$ cat config.mk
export PLATFORM = sky130hd
export DESIGN_NAME = csw_clock_switch
export DESIGN_NICKNAME = d
export VERILOG_FILES = /design/src/logic/csw_clock_switch.v /design/src/logic/csw_new_clk_counter.v
export VERILOG_INCLUDE_DIRS = /design/src /design/src/logic
export SDC_FILE = /design/constraint.sdc
export NUM_CORES = 1
export LEC_CHECK = 0
export BUFFER_PORTS_ARGS = -buffer_cell sky130_fd_sc_hd__clkbuf_2
export CAP_MARGIN = 40
export CORE_UTILIZATION = 45
export CTS_BUF_LIST = sky130_fd_sc_hd__clkbuf_8 sky130_fd_sc_hd__clkbuf_16
export DETAILED_ROUTE_END_ITERATION = 10
export PLACE_DENSITY = 0.7
export SKIP_LAST_GASP = 1
export SLEW_MARGIN = 20
export SYNTH_ARGS = -nofsm -noshare
export SYNTH_HDL_FRONTEND = slang
export SYNTH_HIERARCHICAL = 1
export SYNTH_SLANG_ARGS = --single-unit
export TNS_END_PERCENT = 50
$ cat constraint.sdc
create_clock -name hclk -period 5.3 [get_ports hclk]
set_input_delay 0.53 -clock hclk [delete_from_list [all_inputs] [get_ports hclk]]
set_output_delay 0.53 -clock hclk [all_outputs]
set_load 0.02 [all_outputs]
$ cat src/logic/csw_defs.vh
`ifndef CSW_DEFS_VH
`define CSW_DEFS_VH
// register byte addresses
`define CSW_ADDR_CTRL 8'h00
`define CSW_ADDR_UNLOCK 8'h04
`define CSW_ADDR_PWR 8'h08
`define CSW_ADDR_STAT 8'h0C
// unlock keys, two consecutive writes to the unlock register
`define CSW_KEY1 8'h46
`define CSW_KEY2 8'h57
`define CSW_KEY3 8'h9A
`define CSW_KEY4 8'hB5
// control register field positions
`define CSW_OSC_SWITCH_ENABLE_BIT 0
`define CSW_CF_BIT 3
`define CSW_LOCK_BIT 5
`define CSW_LPKEEP_BIT 1
`define CSW_NEW_OSC_SELECT_LSB 8
`define CSW_CURRENT_OSC_STATUS_LSB 12
// oscillator source codes
`define CSW_SRC_FRC 3'h0
`define CSW_SRC_FAST_RC_WITH_MULTIPLIER 3'h1
`define CSW_SRC_PRI 3'h2
`define CSW_SRC_PRIPLL 3'h3
`define CSW_SRC_LP 3'h4
`define CSW_SRC_LOW_POWER_RC_OSC 3'h5
// power-save operands
`define CSW_PS_SLEEP 8'h00
`define CSW_PS_IDLE 8'h01
// timing
`define CSW_SETTLE_CYC 4'hA
`define CSW_IDLE_WAKE_CYC 3'h3
`endif

$ cat src/logic/csw_clock_switch.v
// Overview of operation
// RL1: switch and monitor only when cfg bit zero
// RL2: switching off: status shows initial config source
// RL3: switching off: enable bit ignores writes, reads zero
// RL4: software unlocks, writes select, unlocks, sets enable
// RL5: equal select and status: clear enable, abort
// RL6: valid switch clears lock and fail flags
// RL7: enable target; wait startup timer or lock
// RL8: count ten new clock cycles before switching
// RL9: clear enable, copy select into status
// RL10: stop old oscillator, keep exceptions running
// RL11: core keeps running during switch
// RL12: no direct switch between PLL modes; code has no such check, a PLL-to-PLL switch proceeds
// RL13: primary submode fixed by configuration
// RL14: monitor on: low-power RC runs except sleep
// RL15: oscillator failure raises trap, falls to fast RC; code drops a failure edge seen outside S_IDLE, while a switch is in progress
// RL16: fallback keeps PLL multiplication when used
// RL17: sleep stops clocks; idle halts core only
// RL18: sleep stops source, monitor and peripherals
// RL19: sleep clears watchdog, keeps low-power RC on
// RL20: wake on interrupt, reset or watchdog timeout
// RL21: wake from sleep on same source
// RL22: idle wake resumes core two to four cycles later
// RL23: control writes only right after unlock
//
// The AHB-Lite register port and the placing of the registers are this design's own decisions.
`include "csw_defs.vh"
module csw_clock_switch #(
  parameter SETTLE_CNT = 10
) (
  input wire hclk, // system clock
  input wire hresetn, // async reset, active low
  input wire hsel, // slave select
  input wire [7:0] haddr, // byte address
  input wire [1:0] htrans, // transfer type
  input wire hwrite, // write strobe
  input wire [2:0] hsize, // transfer size
  input wire [31:0] hwdata, // write data
  input wire hready, // bus ready in
  output wire hreadyout, // slave ready
  output wire hresp, // always okay
  output reg [31:0] hrdata, // read data
  input wire switch_monitor_cfg, // 0 enables switch and monitor
  input wire [2:0] initial_osc_select_cfg, // reset source
  input wire [1:0] primary_submode_cfg, // fixed primary submode
  input wire watchdog_en, // watchdog enabled
  input wire osc_ready_pin, // startup timer expired, async
  input wire pll_lock_pin, // pll lock, async
  input wire new_clk_pin, // target oscillator clock, async
  input wire osc_fail_pin, // oscillator failure, async
  input wire wake_irq, // enabled interrupt pending
  input wire wdt_timeout, // watchdog timeout
  output reg [5:0] osc_enable, // per-source oscillator enable
  output reg [2:0] sys_clk_sel, // active system clock source
  output reg [1:0] primary_submode, // applied primary submode
  output reg clock_fail_trap, // failure trap pulse
  output reg cpu_clk_en, // core clock gate
  output reg periph_clk_en, // peripheral clock gate
  output reg wdt_clear, // watchdog clear pulse
  output reg sleeping, // sleep state
  output reg idling // idle state
);
  localparam S_IDLE = 5'b00001;
  localparam S_START = 5'b00010;
  localparam S_WAIT = 5'b00100;
  localparam S_SETTLE = 5'b01000;
  localparam S_DONE = 5'b10000;
  localparam P_RUN = 3'b001;
  localparam P_SLEEP = 3'b010;
  localparam P_IDLE = 3'b100;

  reg rdy1_r, rdy2_r, lck1_r, lck2_r, fl1_r, fl2_r, fl3_r;
  reg [4:0] st_r;
  reg [2:0] pst_r;
  reg [2:0] new_osc_select_r;
  reg [2:0] current_osc_status_r;
  reg [2:0] old_r;
  reg osc_switch_enable_r, cf_r, lock_r, lpkeep_r;
  reg [1:0] key_r;
  reg [2:0] wake_cnt_r;
  reg init_r;
  reg [1:0] hold_r;
  reg ap_wr_r, ap_rd_r;
  reg [7:0] ap_addr_r;
  wire sw_en;
  wire is_pll;
  wire settle_done;
  wire fail_rise;
  wire low_power_rc_osc_keep;
  wire unlocked;
  wire wr_ctrl;
  wire wr_unlock;
  wire wr_pwr;

  assign sw_en = ~switch_monitor_cfg; // [RL1]
  assign is_pll = (new_osc_select_r == `CSW_SRC_PRIPLL) || (new_osc_select_r == `CSW_SRC_FAST_RC_WITH_MULTIPLIER);
  assign fail_rise = fl2_r & ~fl3_r;
  assign low_power_rc_osc_keep = watchdog_en | sw_en; // [RL10] [RL14]
  assign unlocked = (key_r == 2'h2);
  assign hreadyout = 1'b1;
  assign hresp = 1'b0;
  assign wr_ctrl = ap_wr_r && ap_addr_r == `CSW_ADDR_CTRL;
  assign wr_unlock = ap_wr_r && ap_addr_r == `CSW_ADDR_UNLOCK;
  assign wr_pwr = ap_wr_r && ap_addr_r == `CSW_ADDR_PWR;

  csw_new_clk_counter #(.CNT(SETTLE_CNT)) u_cnt (
    .hclk(hclk),
    .hresetn(hresetn),
    .start(st_r != S_SETTLE),
    .new_clk_pin(new_clk_pin),
    .done(settle_done)
  );

  // input synchronisers
  always @(posedge hclk or negedge hresetn) begin
    if (!hresetn) begin
      rdy1_r <= 1'b0;
      rdy2_r <= 1'b0;
      lck1_r <= 1'b0;
      lck2_r <= 1'b0;
      fl1_r <= 1'b0;
      fl2_r <= 1'b0;
      fl3_r <= 1'b0;
    end else begin
      rdy1_r <= osc_ready_pin;
      rdy2_r <= rdy1_r;
      lck1_r <= pll_lock_pin;
      lck2_r <= lck1_r;
      fl1_r <= osc_fail_pin;
      fl2_r <= fl1_r;
      fl3_r <= fl2_r;
    end
  end

  // ahb address phase capture
  always @(posedge hclk or negedge hresetn) begin
    if (!hresetn) begin
      ap_wr_r <= 1'b0;
      ap_rd_r <= 1'b0;
      ap_addr_r <= 8'h00;
    end else if (hready) begin
      ap_wr_r <= hsel && htrans[1] && hwrite && hsize == 3'h2;
      ap_rd_r <= hsel && htrans[1] && !hwrite;
      ap_addr_r <= haddr;
    end
  end

  // read mux, data registered one cycle after address phase
  always @(posedge hclk or negedge hresetn) begin
    if (!hresetn) begin
      hrdata <= 32'h00000000;
    end else if (hready && hsel && htrans[1] && !hwrite) begin
      case (haddr)
        `CSW_ADDR_CTRL: hrdata <= {17'h00000, current_osc_status_r, 1'b0, new_osc_select_r, 2'h0, lock_r, 1'b0, cf_r, 1'b0,
                                   lpkeep_r, osc_switch_enable_r};
        `CSW_ADDR_UNLOCK: hrdata <= {30'h00000000, key_r};
        `CSW_ADDR_PWR: hrdata <= {29'h00000000, pst_r};
        `CSW_ADDR_STAT: hrdata <= {21'h000000, st_r, sys_clk_sel, 3'h0};
        default: hrdata <= 32'h00000000;
      endcase
    end
  end

  // unlock key tracking
  always @(posedge hclk or negedge hresetn) begin
    if (!hresetn) begin
      key_r <= 2'h0;
    end else if (wr_unlock) begin
      if (key_r == 2'h0 && (hwdata[7:0] == `CSW_KEY1 || hwdata[7:0] == `CSW_KEY3))
        key_r <= 2'h1;
      else if (key_r == 2'h1 && (hwdata[7:0] == `CSW_KEY2 || hwdata[7:0] == `CSW_KEY4))
        key_r <= 2'h2;
      else
        key_r <= 2'h0;
    end else if (ap_wr_r || ap_rd_r) begin
      key_r <= 2'h0; // [RL23]
    end
  end

  // switch engine and control register
  always @(posedge hclk or negedge hresetn) begin
    if (!hresetn) begin
      st_r <= S_IDLE;
      new_osc_select_r <= 3'h0;
      current_osc_status_r <= 3'h0;
      old_r <= 3'h0;
      osc_switch_enable_r <= 1'b0;
      cf_r <= 1'b0;
      lock_r <= 1'b0;
      lpkeep_r <= 1'b0;
      osc_enable <= 6'h00;
      sys_clk_sel <= 3'h0;
      primary_submode <= 2'h0;
      clock_fail_trap <= 1'b0;
      init_r <= 1'b0;
      hold_r <= 2'h0;
    end else begin
      init_r <= 1'b1;
      clock_fail_trap <= 1'b0;
      primary_submode <= primary_submode_cfg; // [RL13]
      if (lck2_r)
        lock_r <= 1'b1;
      if (wr_ctrl && unlocked) begin // [RL23] [RL4]
        new_osc_select_r <= hwdata[`CSW_NEW_OSC_SELECT_LSB+2:`CSW_NEW_OSC_SELECT_LSB];
        lpkeep_r <= hwdata[`CSW_LPKEEP_BIT];
        if (sw_en && hwdata[`CSW_OSC_SWITCH_ENABLE_BIT])
          osc_switch_enable_r <= 1'b1; // [RL3]
      end
      if (!init_r) begin
        // pick up the configured source once, whatever the switch setting
        current_osc_status_r <= initial_osc_select_cfg;
        new_osc_select_r <= initial_osc_select_cfg;
        sys_clk_sel <= initial_osc_select_cfg;
        osc_enable <= 6'h01 << initial_osc_select_cfg;
        st_r <= S_IDLE;
      end else if (!sw_en) begin
        current_osc_status_r <= initial_osc_select_cfg; // [RL2]
        sys_clk_sel <= initial_osc_select_cfg;
        osc_switch_enable_r <= 1'b0; // [RL3]
        osc_enable <= 6'h01 << initial_osc_select_cfg;
        if (watchdog_en)
          osc_enable[`CSW_SRC_LOW_POWER_RC_OSC] <= 1'b1;
        st_r <= S_IDLE;
        if (sleeping)
          osc_enable <= {watchdog_en, 5'h00}; // [RL18] [RL19]
      end else if (fail_rise && st_r == S_IDLE && !sleeping) begin
        // fallback keeps pll when active source used it
        clock_fail_trap <= 1'b1; // [RL15]
        cf_r <= 1'b1;
        if (current_osc_status_r == `CSW_SRC_PRIPLL || current_osc_status_r == `CSW_SRC_FAST_RC_WITH_MULTIPLIER) begin
          current_osc_status_r <= `CSW_SRC_FAST_RC_WITH_MULTIPLIER; // [RL16]
          sys_clk_sel <= `CSW_SRC_FAST_RC_WITH_MULTIPLIER;
          osc_enable[`CSW_SRC_FAST_RC_WITH_MULTIPLIER] <= 1'b1;
        end else begin
          current_osc_status_r <= `CSW_SRC_FRC; // [RL15]
          sys_clk_sel <= `CSW_SRC_FRC;
          osc_enable[`CSW_SRC_FRC] <= 1'b1;
        end
        osc_enable[`CSW_SRC_LOW_POWER_RC_OSC] <= 1'b1; // [RL14]
      end else if (sleeping) begin
        // stopped source comes back on wake through the keep lines below
        osc_enable <= {watchdog_en, 5'h00}; // [RL18] [RL19]
        // lp crystal keeps running while its keep bit is set
        if (lpkeep_r)
          osc_enable[`CSW_SRC_LP] <= 1'b1; // [RL10]
      end else begin
        osc_enable[`CSW_SRC_LOW_POWER_RC_OSC] <= low_power_rc_osc_keep | (sys_clk_sel == `CSW_SRC_LOW_POWER_RC_OSC); // [RL14]
        osc_enable[sys_clk_sel] <= 1'b1; // [RL21]
        if (st_r == S_WAIT || st_r == S_SETTLE)
          osc_enable[new_osc_select_r] <= 1'b1;
        case (st_r)
          S_IDLE: begin
            if (osc_switch_enable_r) begin
              // unused source codes abort like a redundant switch
              if (new_osc_select_r == current_osc_status_r || new_osc_select_r > `CSW_SRC_LOW_POWER_RC_OSC)
                osc_switch_enable_r <= 1'b0; // [RL5]
              else
                st_r <= S_START;
            end
          end
          S_START: begin
            lock_r <= 1'b0; // [RL6]
            cf_r <= 1'b0;
            old_r <= current_osc_status_r;
            osc_enable[new_osc_select_r] <= 1'b1; // [RL7]
            hold_r <= 2'h3;
            st_r <= S_WAIT;
          end
          S_WAIT: begin
            // synced ready still shows the old source for two edges
            if (hold_r != 2'h0)
              hold_r <= hold_r - 2'h1;
            else if (is_pll ? lck2_r : rdy2_r) // [RL7]
              st_r <= S_SETTLE;
          end
          S_SETTLE: begin
            if (settle_done) // [RL8]
              st_r <= S_DONE;
          end
          S_DONE: begin
            sys_clk_sel <= new_osc_select_r;
            current_osc_status_r <= new_osc_select_r; // [RL9]
            osc_switch_enable_r <= 1'b0;
            if (!(old_r == `CSW_SRC_LOW_POWER_RC_OSC && low_power_rc_osc_keep) && !(old_r == `CSW_SRC_LP && lpkeep_r))
              osc_enable[old_r] <= 1'b0; // [RL10]
            st_r <= S_IDLE;
          end
          default: st_r <= S_IDLE;
        endcase
      end
    end
  end

  // power-save modes; core runs during switching
  always @(posedge hclk or negedge hresetn) begin
    if (!hresetn) begin
      pst_r <= P_RUN;
      cpu_clk_en <= 1'b1; // [RL11]
      periph_clk_en <= 1'b1;
      wdt_clear <= 1'b0;
      sleeping <= 1'b0;
      idling <= 1'b0;
      wake_cnt_r <= 3'h0;
    end else begin
      wdt_clear <= 1'b0;
      case (pst_r)
        P_RUN: begin
          if (wake_cnt_r != 3'h0) begin
            wake_cnt_r <= wake_cnt_r - 3'h1;
            if (wake_cnt_r == 3'h1)
              cpu_clk_en <= 1'b1; // [RL22]
          end else if (wr_pwr && hwdata[7:0] == `CSW_PS_SLEEP) begin
            wdt_clear <= watchdog_en; // [RL19]
            cpu_clk_en <= 1'b0; // [RL17]
            periph_clk_en <= 1'b0; // [RL18]
            sleeping <= 1'b1;
            pst_r <= P_SLEEP;
          end else if (wr_pwr && hwdata[7:0] == `CSW_PS_IDLE) begin
            wdt_clear <= 1'b1;
            cpu_clk_en <= 1'b0; // [RL17]
            idling <= 1'b1;
            pst_r <= P_IDLE;
          end
        end
        P_SLEEP: begin
          if (wake_irq || wdt_timeout) begin // [RL20]
            cpu_clk_en <= 1'b1; // [RL21]
            periph_clk_en <= 1'b1;
            sleeping <= 1'b0;
            pst_r <= P_RUN;
          end
        end
        P_IDLE: begin
          if (wake_irq || wdt_timeout) begin // [RL20]
            idling <= 1'b0;
            wake_cnt_r <= `CSW_IDLE_WAKE_CYC; // [RL22]
            pst_r <= P_RUN;
          end
        end
        default: pst_r <= P_RUN;
      endcase
    end
  end
endmodule // csw_clock_switch

$ cat src/logic/csw_new_clk_counter.v
`include "csw_defs.vh"
module csw_new_clk_counter #(
  parameter CNT = 10
) (
  input wire hclk, // system clock
  input wire hresetn, // async reset, active low
  input wire start, // restart count
  input wire new_clk_pin, // target oscillator clock, async
  output reg done // count reached
);
  reg s1_r;
  reg s2_r;
  reg s3_r;
  reg [3:0] cnt_r;
  reg [3:0] cnt_nxt;
  wire rise;
  assign rise = s2_r & ~s3_r;
  always @(posedge hclk or negedge hresetn) begin
    if (!hresetn) begin
      s1_r <= 1'b0;
      s2_r <= 1'b0;
      s3_r <= 1'b0;
    end else begin
      s1_r <= new_clk_pin;
      s2_r <= s1_r;
      s3_r <= s2_r;
    end
  end
  always @* begin
    cnt_nxt = cnt_r;
    if (start)
      cnt_nxt = 4'h0;
    else if (rise && cnt_r != CNT[3:0])
      cnt_nxt = cnt_r + 4'h1;
  end
  always @(posedge hclk or negedge hresetn) begin
    if (!hresetn) begin
      cnt_r <= 4'h0;
      done <= 1'b0;
    end else begin
      cnt_r <= cnt_nxt;
      done <= (cnt_nxt == CNT[3:0]) && !start;
    end
  end
endmodule // csw_new_clk_counter

Yosys cells after proc, flatten, opt, wreduce, memory -nomap -nowiden. Cells that the tools add are included.

Add/subtract/negate cells: 3. $mul: 0. Divide/modulo/power cells: 0. $lt $le $gt $ge: 7. Eq/ne operators: 58. Shift operators: 1. Multiplexer cells: 102. Bitwise operators: 14. Reduce and logical (&&, ||, !) cells: 61.

Operators by type and width (count): 2-to-1 mux 6 bit (10); one-hot mux 15 bit (4 select lines) (1); 2-to-1 mux 1 bit (47); 2-to-1 mux 5 bit (9); 2-to-1 mux 3 bit (14); logical AND 1 bit (26); == test 8 x 4 -> 1 bit, second input constant (3); logical NOT 8 bit (3); inequality test 4 bit, second input constant (6); one-hot mux 5 bit (4 select lines) (1); OR 6 bit (3); == test 8 x 3 -> 1 bit, second input constant (2); == test 8 x 7 -> 1 bit, second input constant (2); == test 8 bit, second input constant (2); inequality test 4 x 3 -> 1 bit, second input constant (4); inequality test 2 bit, second input constant (7); == test 3 x 1 -> 1 bit, second input constant (4); == test 3 x 2 -> 1 bit, second input constant (4); == test 3 bit, second input constant (4); less-than comparator 3 x 4 -> 1 bit, second input constant (3); 2-to-1 mux 2 bit (6); inequality test 3 bit, second input constant (4); one-hot mux 3 bit (2 select lines) (2); one-hot mux 6 bit (2 select lines) (1); 40 further kinds (78).

Register bits after elaboration: 100. Latch bits: 0. Memory bits (writable): 0. Bits in read-only memories: 0. Memories kept: 0.

Depth between registers and ports, before layout.
Depth in word-level cells: 18. Gate-level depth with buffers: 8. Depth with buffers taken out: 7.

By module. Netlist, hierarchy kept.

By module, submodules not included: csw_clock_switch (instances 1, cells each 408, area each 3867.5 um^2, sequential area each 1856.8 um^2); csw_new_clk_counter (instances 1, cells each 35, area each 386.6 um^2, sequential area each 200.2 um^2).

Worst setup path after synthesis. Ideal clock, no wire load.

Path kind: register to register. From: reg st_r[0]. To: reg current_osc_status_r[1]. Arrival: 2.085 ns. Required time: 5.174 ns. Path slack: 3.090 ns. Cell stages (with the launch flop): 8. Period minus slack after synthesis: 2.210 ns. Cells stage by stage: dfstp_2 or4b_1 buf_2 or3_1 buf_2 a21o_1 a221oi_1 nor2_1.

Cells in the longest elaborated chain, start to end: 6. Elaborated cells on any way between the ends: 10. Classes of those cells: eq/ne (4); mux (3); reduce/logical (3).

Ends and longest elaborated chain: start, declared (line csw_clock_switch.v:73) `reg [4:0] st_r;`; start signal, assigned (line csw_clock_switch.v:183) `st_r <= S_IDLE;`; start signal, assigned (line csw_clock_switch.v:215) `st_r <= S_IDLE;`; start signal, assigned (line csw_clock_switch.v:223) `st_r <= S_IDLE;`; == test 5 x 1 -> 1 bit (line csw_clock_switch.v:226) `end else if (fail_rise && st_r == S_IDLE && !sleeping) begin`; logical AND 1 bit (2 in a row) (line csw_clock_switch.v:226); 2-to-1 mux 3 bit (line csw_clock_switch.v:226); 2-to-1 mux 3 bit (line csw_clock_switch.v:216) `end else if (!sw_en) begin`; 2-to-1 mux 3 bit (line csw_clock_switch.v:209) `if (!init_r) begin`; end signal, assigned (line csw_clock_switch.v:211) `current_osc_status_r <= initial_osc_select_cfg;`; end signal, assigned (line csw_clock_switch.v:217) `current_osc_status_r <= initial_osc_select_cfg;`; end signal, assigned (line csw_clock_switch.v:231) `` current_osc_status_r <= `CSW_SRC_FAST_RC_WITH_MULTIPLIER; ``; end, declared (line csw_clock_switch.v:76) `reg [2:0] current_osc_status_r;`.

Parallel ways exist; a longest one is shown, timed or not. A chain may end at the register's enable or synchronous reset.

Worst setup path after layout.
From: reg st_r[1]. To: reg current_osc_status_r[1].

The elaborated chain is that of the path after synthesis.

==> impl_metrics.py <==
metrics = {
    "run_status": {
        "status": "completed",
    },
    "timing": {
        "setup_ws_ps": 2910,
        "finalCriticalPeriod_ps": 2390,
        "timing.final.setup_violations": 0,
        "slew_headroom": 0.537,
        "rsz0062_at_grt": "false",
        "slew_violations": 0,
        "hold_viol": 0,
        "fin_skew_ps": 11.7,
        "finalCritPeriodShare": 0.450,
        "tns_ps": 0,
        "worst_pin_slew_ps": 685,
        "fmax_ghz": 0.419,
    },
    "floorplan": {
        "die_x_um": 99.2,
        "rows": 35,
        "top_level_ports": 114,
        "fp.dieH_um": 99.2,
        "dieArea_um2": 9850,
        "core_area_um2": 9200,
        "start_util": 0.463,
    },
    "drt": {
        "firstDrtPassIters": 5,
        "vias": 3531,
        "routed_wl_um": 9360,
        "drtIter0Drc": 261,
        "vias_per_cell": 5.67,
        "routedWlPerCell_um": 15.0,
        "drtAntennaViolNets": 0,
        "drc": 0,
    },
    "job": {
        "drv_cap": 0,
    },
    "logic_synthesis": {
        "postSynthAreaPerCell_um2": 9.60,
        "async_flop_share": 1.00,
        "synth.most_common_cell": "dfrtp_1",
        "synth_top_area_cell": "dfrtp_1",
        "ys_warn_count": 6,
        "synth_area_leaders": "dfrtp_1 (46%), nand2_1 (4.1%), buf_4 (3.5%)",
        "synth_top_area_share": 0.459,
        "seq_area_frac_synth": 0.484,
        "synth_flop_cell": "dfrtp_1",
        "synth_edf_count": 0,
        "synth_cells": 443,
        "synth-seq-cells": 82,
        "synth_commonest_cells": "dfrtp_1 (78), nand2_1 (47), nor2_1 (34), o21ai_0 (28), a21oi_1 (24)",
        "netlist_area_um2": 4250,
        "ys_types": 60,
    },
    "worst_setup_path": {
        "worstPathRequired_ps": 5540,
        "critPathKind": "reg -> reg",
        "cp_slowest_cell": "or4b_1",
        "arrival_ps": 2620,
        "critPathMaxStageDelay_ps": 670,
        "crit_path_end_kind": "flip-flop",
        "crit_path_start_kind": "flip-flop",
        "crit_fanout": 11,
        "crit_chain": "or4b_1 > or3_1 > a21o_1 > a221oi_1 > nor2_1",
    },
    "clock_network": {
        "ctsResizeCount": 0,
        "numCtsBuffers": 9,
        "cts.path.max_buffers": 2,
        "root_buffer": "clkbuf_8",
        "clock_latency_ps": 350,
        "cts.sinks": 82,
        "clk_pin_slew_ps": 80,
        "cts.htree.levels": 3,
        "post_cts_buffers": 0,
        "postCtsHoldBufs": 0,
        "tritoncts": "yes",
    },
    "global_route": {
        "grt_overflow": 0,
        "gr-usage-all-layers": 0.198,
        "grt_pass1_vias": 3160,
        "antenna_found_initial": 0,
        "grt_pass1_wl_um": 15300,
        "grt_max_degree": 57,
    },
    "power_and_ir_drop": {
        "p_leak_nw": 2.20,
        "pwr_density_cell_nw_per_um2": 273,
        "vdd_drop_max_uv": 121,
    },
    "final_layout": {
        "multi_input_area_um2": 1960,
        "post_route_cells_drive_above_1_share": 0.230,
        "diodes": 0,
        "area_growth_pct": 14.5,
        "seq_area_um2": 2060,
        "final_nets": 576,
        "n_fill_cell": 849,
    },
    "placement": {
        "place_hpwl_um": 6830,
        "place_congestion": 0.869,
        "io_buffers": 71,
        "place_ws_ps": 2930,
    },
    "min_path": {
        "hp-class": "in -> async",
    },
}
## routing by layer
metal	GRT usage	vias up	part of all wire
met1	0.274	1702	0.47
met2	0.310	127	0.46
met3	0.0316	13	0.057
li1	-	1689	-
met5	0	-	0
met4	0.0814	0	0.019
## metrics by stage
step	instances	hold slack (ps)	instance area, um2	power [mW]	util
floorplan	462	234	4330	0.758	-
global placement	603	334	4580	0.799	0.498
detailed placement	607	335	4630	0.805	0.503
CTS	623	101	4870	1.34	0.530
global route	623	120	4870	1.38	0.530
finish	623	96.1	4870	1.33	0.530
## worst max-delay path: cells and delay by family (launching register included)
family / cells / cell delay (ps)
AOI/OAI and AO/OA: 2 / 530
DFF: 1 / 500
and+or+nand+nor: 3 / 1260
## final cells by class
type	instances	share of cell area
clock buffers	9	0.0254
clock inverters	7	0.0241
inverters	19	0.0146
multi-input cells	320	0.402
flip-flops and latches	82	0.422
well taps	111	0.0285
repair buffers	75	0.0832
## registers in the layout (all words and copies together) (netlist names), 2 cells and up
name                  cells
pst_r                     3
osc_enable                6
wake_cnt_r                3
new_osc_select_r          3
ap_addr_r                 8
st_r                      5
hold_r                    2
key_r                     2
hrdata                   14
old_r                     3
primary_submode           2
u_cnt/cnt_r               4
current_osc_status_r      3
## kinds of logic after synthesis
family,after synthesis,synth area share
mux,18,0.0456
fa+ha+maj,6,0.0176
simple gates,170,0.214
other cells,2,0.00177
compound gates,102,0.158
xor+xnor,3,0.00618
flops,82,0.484
buf+inv,60,0.0732
## cell usage in the layout (no fill, tap or decap), types with 11 or more instances in the layout
| master | instances |
|---|---|
| a21oi_1 | 24 |
| clkbuf_2 | 70 |
| conb_1 | 21 |
| dfrtp_1 | 78 |
| inv_1 | 19 |
| mux2_2 | 11 |
| nand2_1 | 47 |
| nor2_1 | 34 |
| nor3_1 | 16 |
| o21ai_0 | 28 |
## power by group
group / total (mW) / leakage [nW] / switching [mW] / internal [mW]
combinational: 0.122 / 1.06 / 0.0759 / 0.0461
clock: 0.538 / 0.111 / 0.226 / 0.312
sequential: 0.670 / 1.03 / 0.0259 / 0.644
## final timing paths
path | start | to | slack (ps) | depth (start not counted)
hold / removal | hresetn | osc_enable[0] | 100 | 1
setup reg to reg | st_r[1] | current_osc_status_r[1] | 2910 | 5
max in group asynchronous | hresetn | st_r[0] | 4570 | 2
min in group hclk | new_clk_pin | u_cnt/s1_r | 280 | 1
hold reg to reg | fl1_r | fl2_r | 350 | 0
setup / recovery | st_r[1] | current_osc_status_r[1] | 2910 | 5
Power figures use the tool's default switching activity.
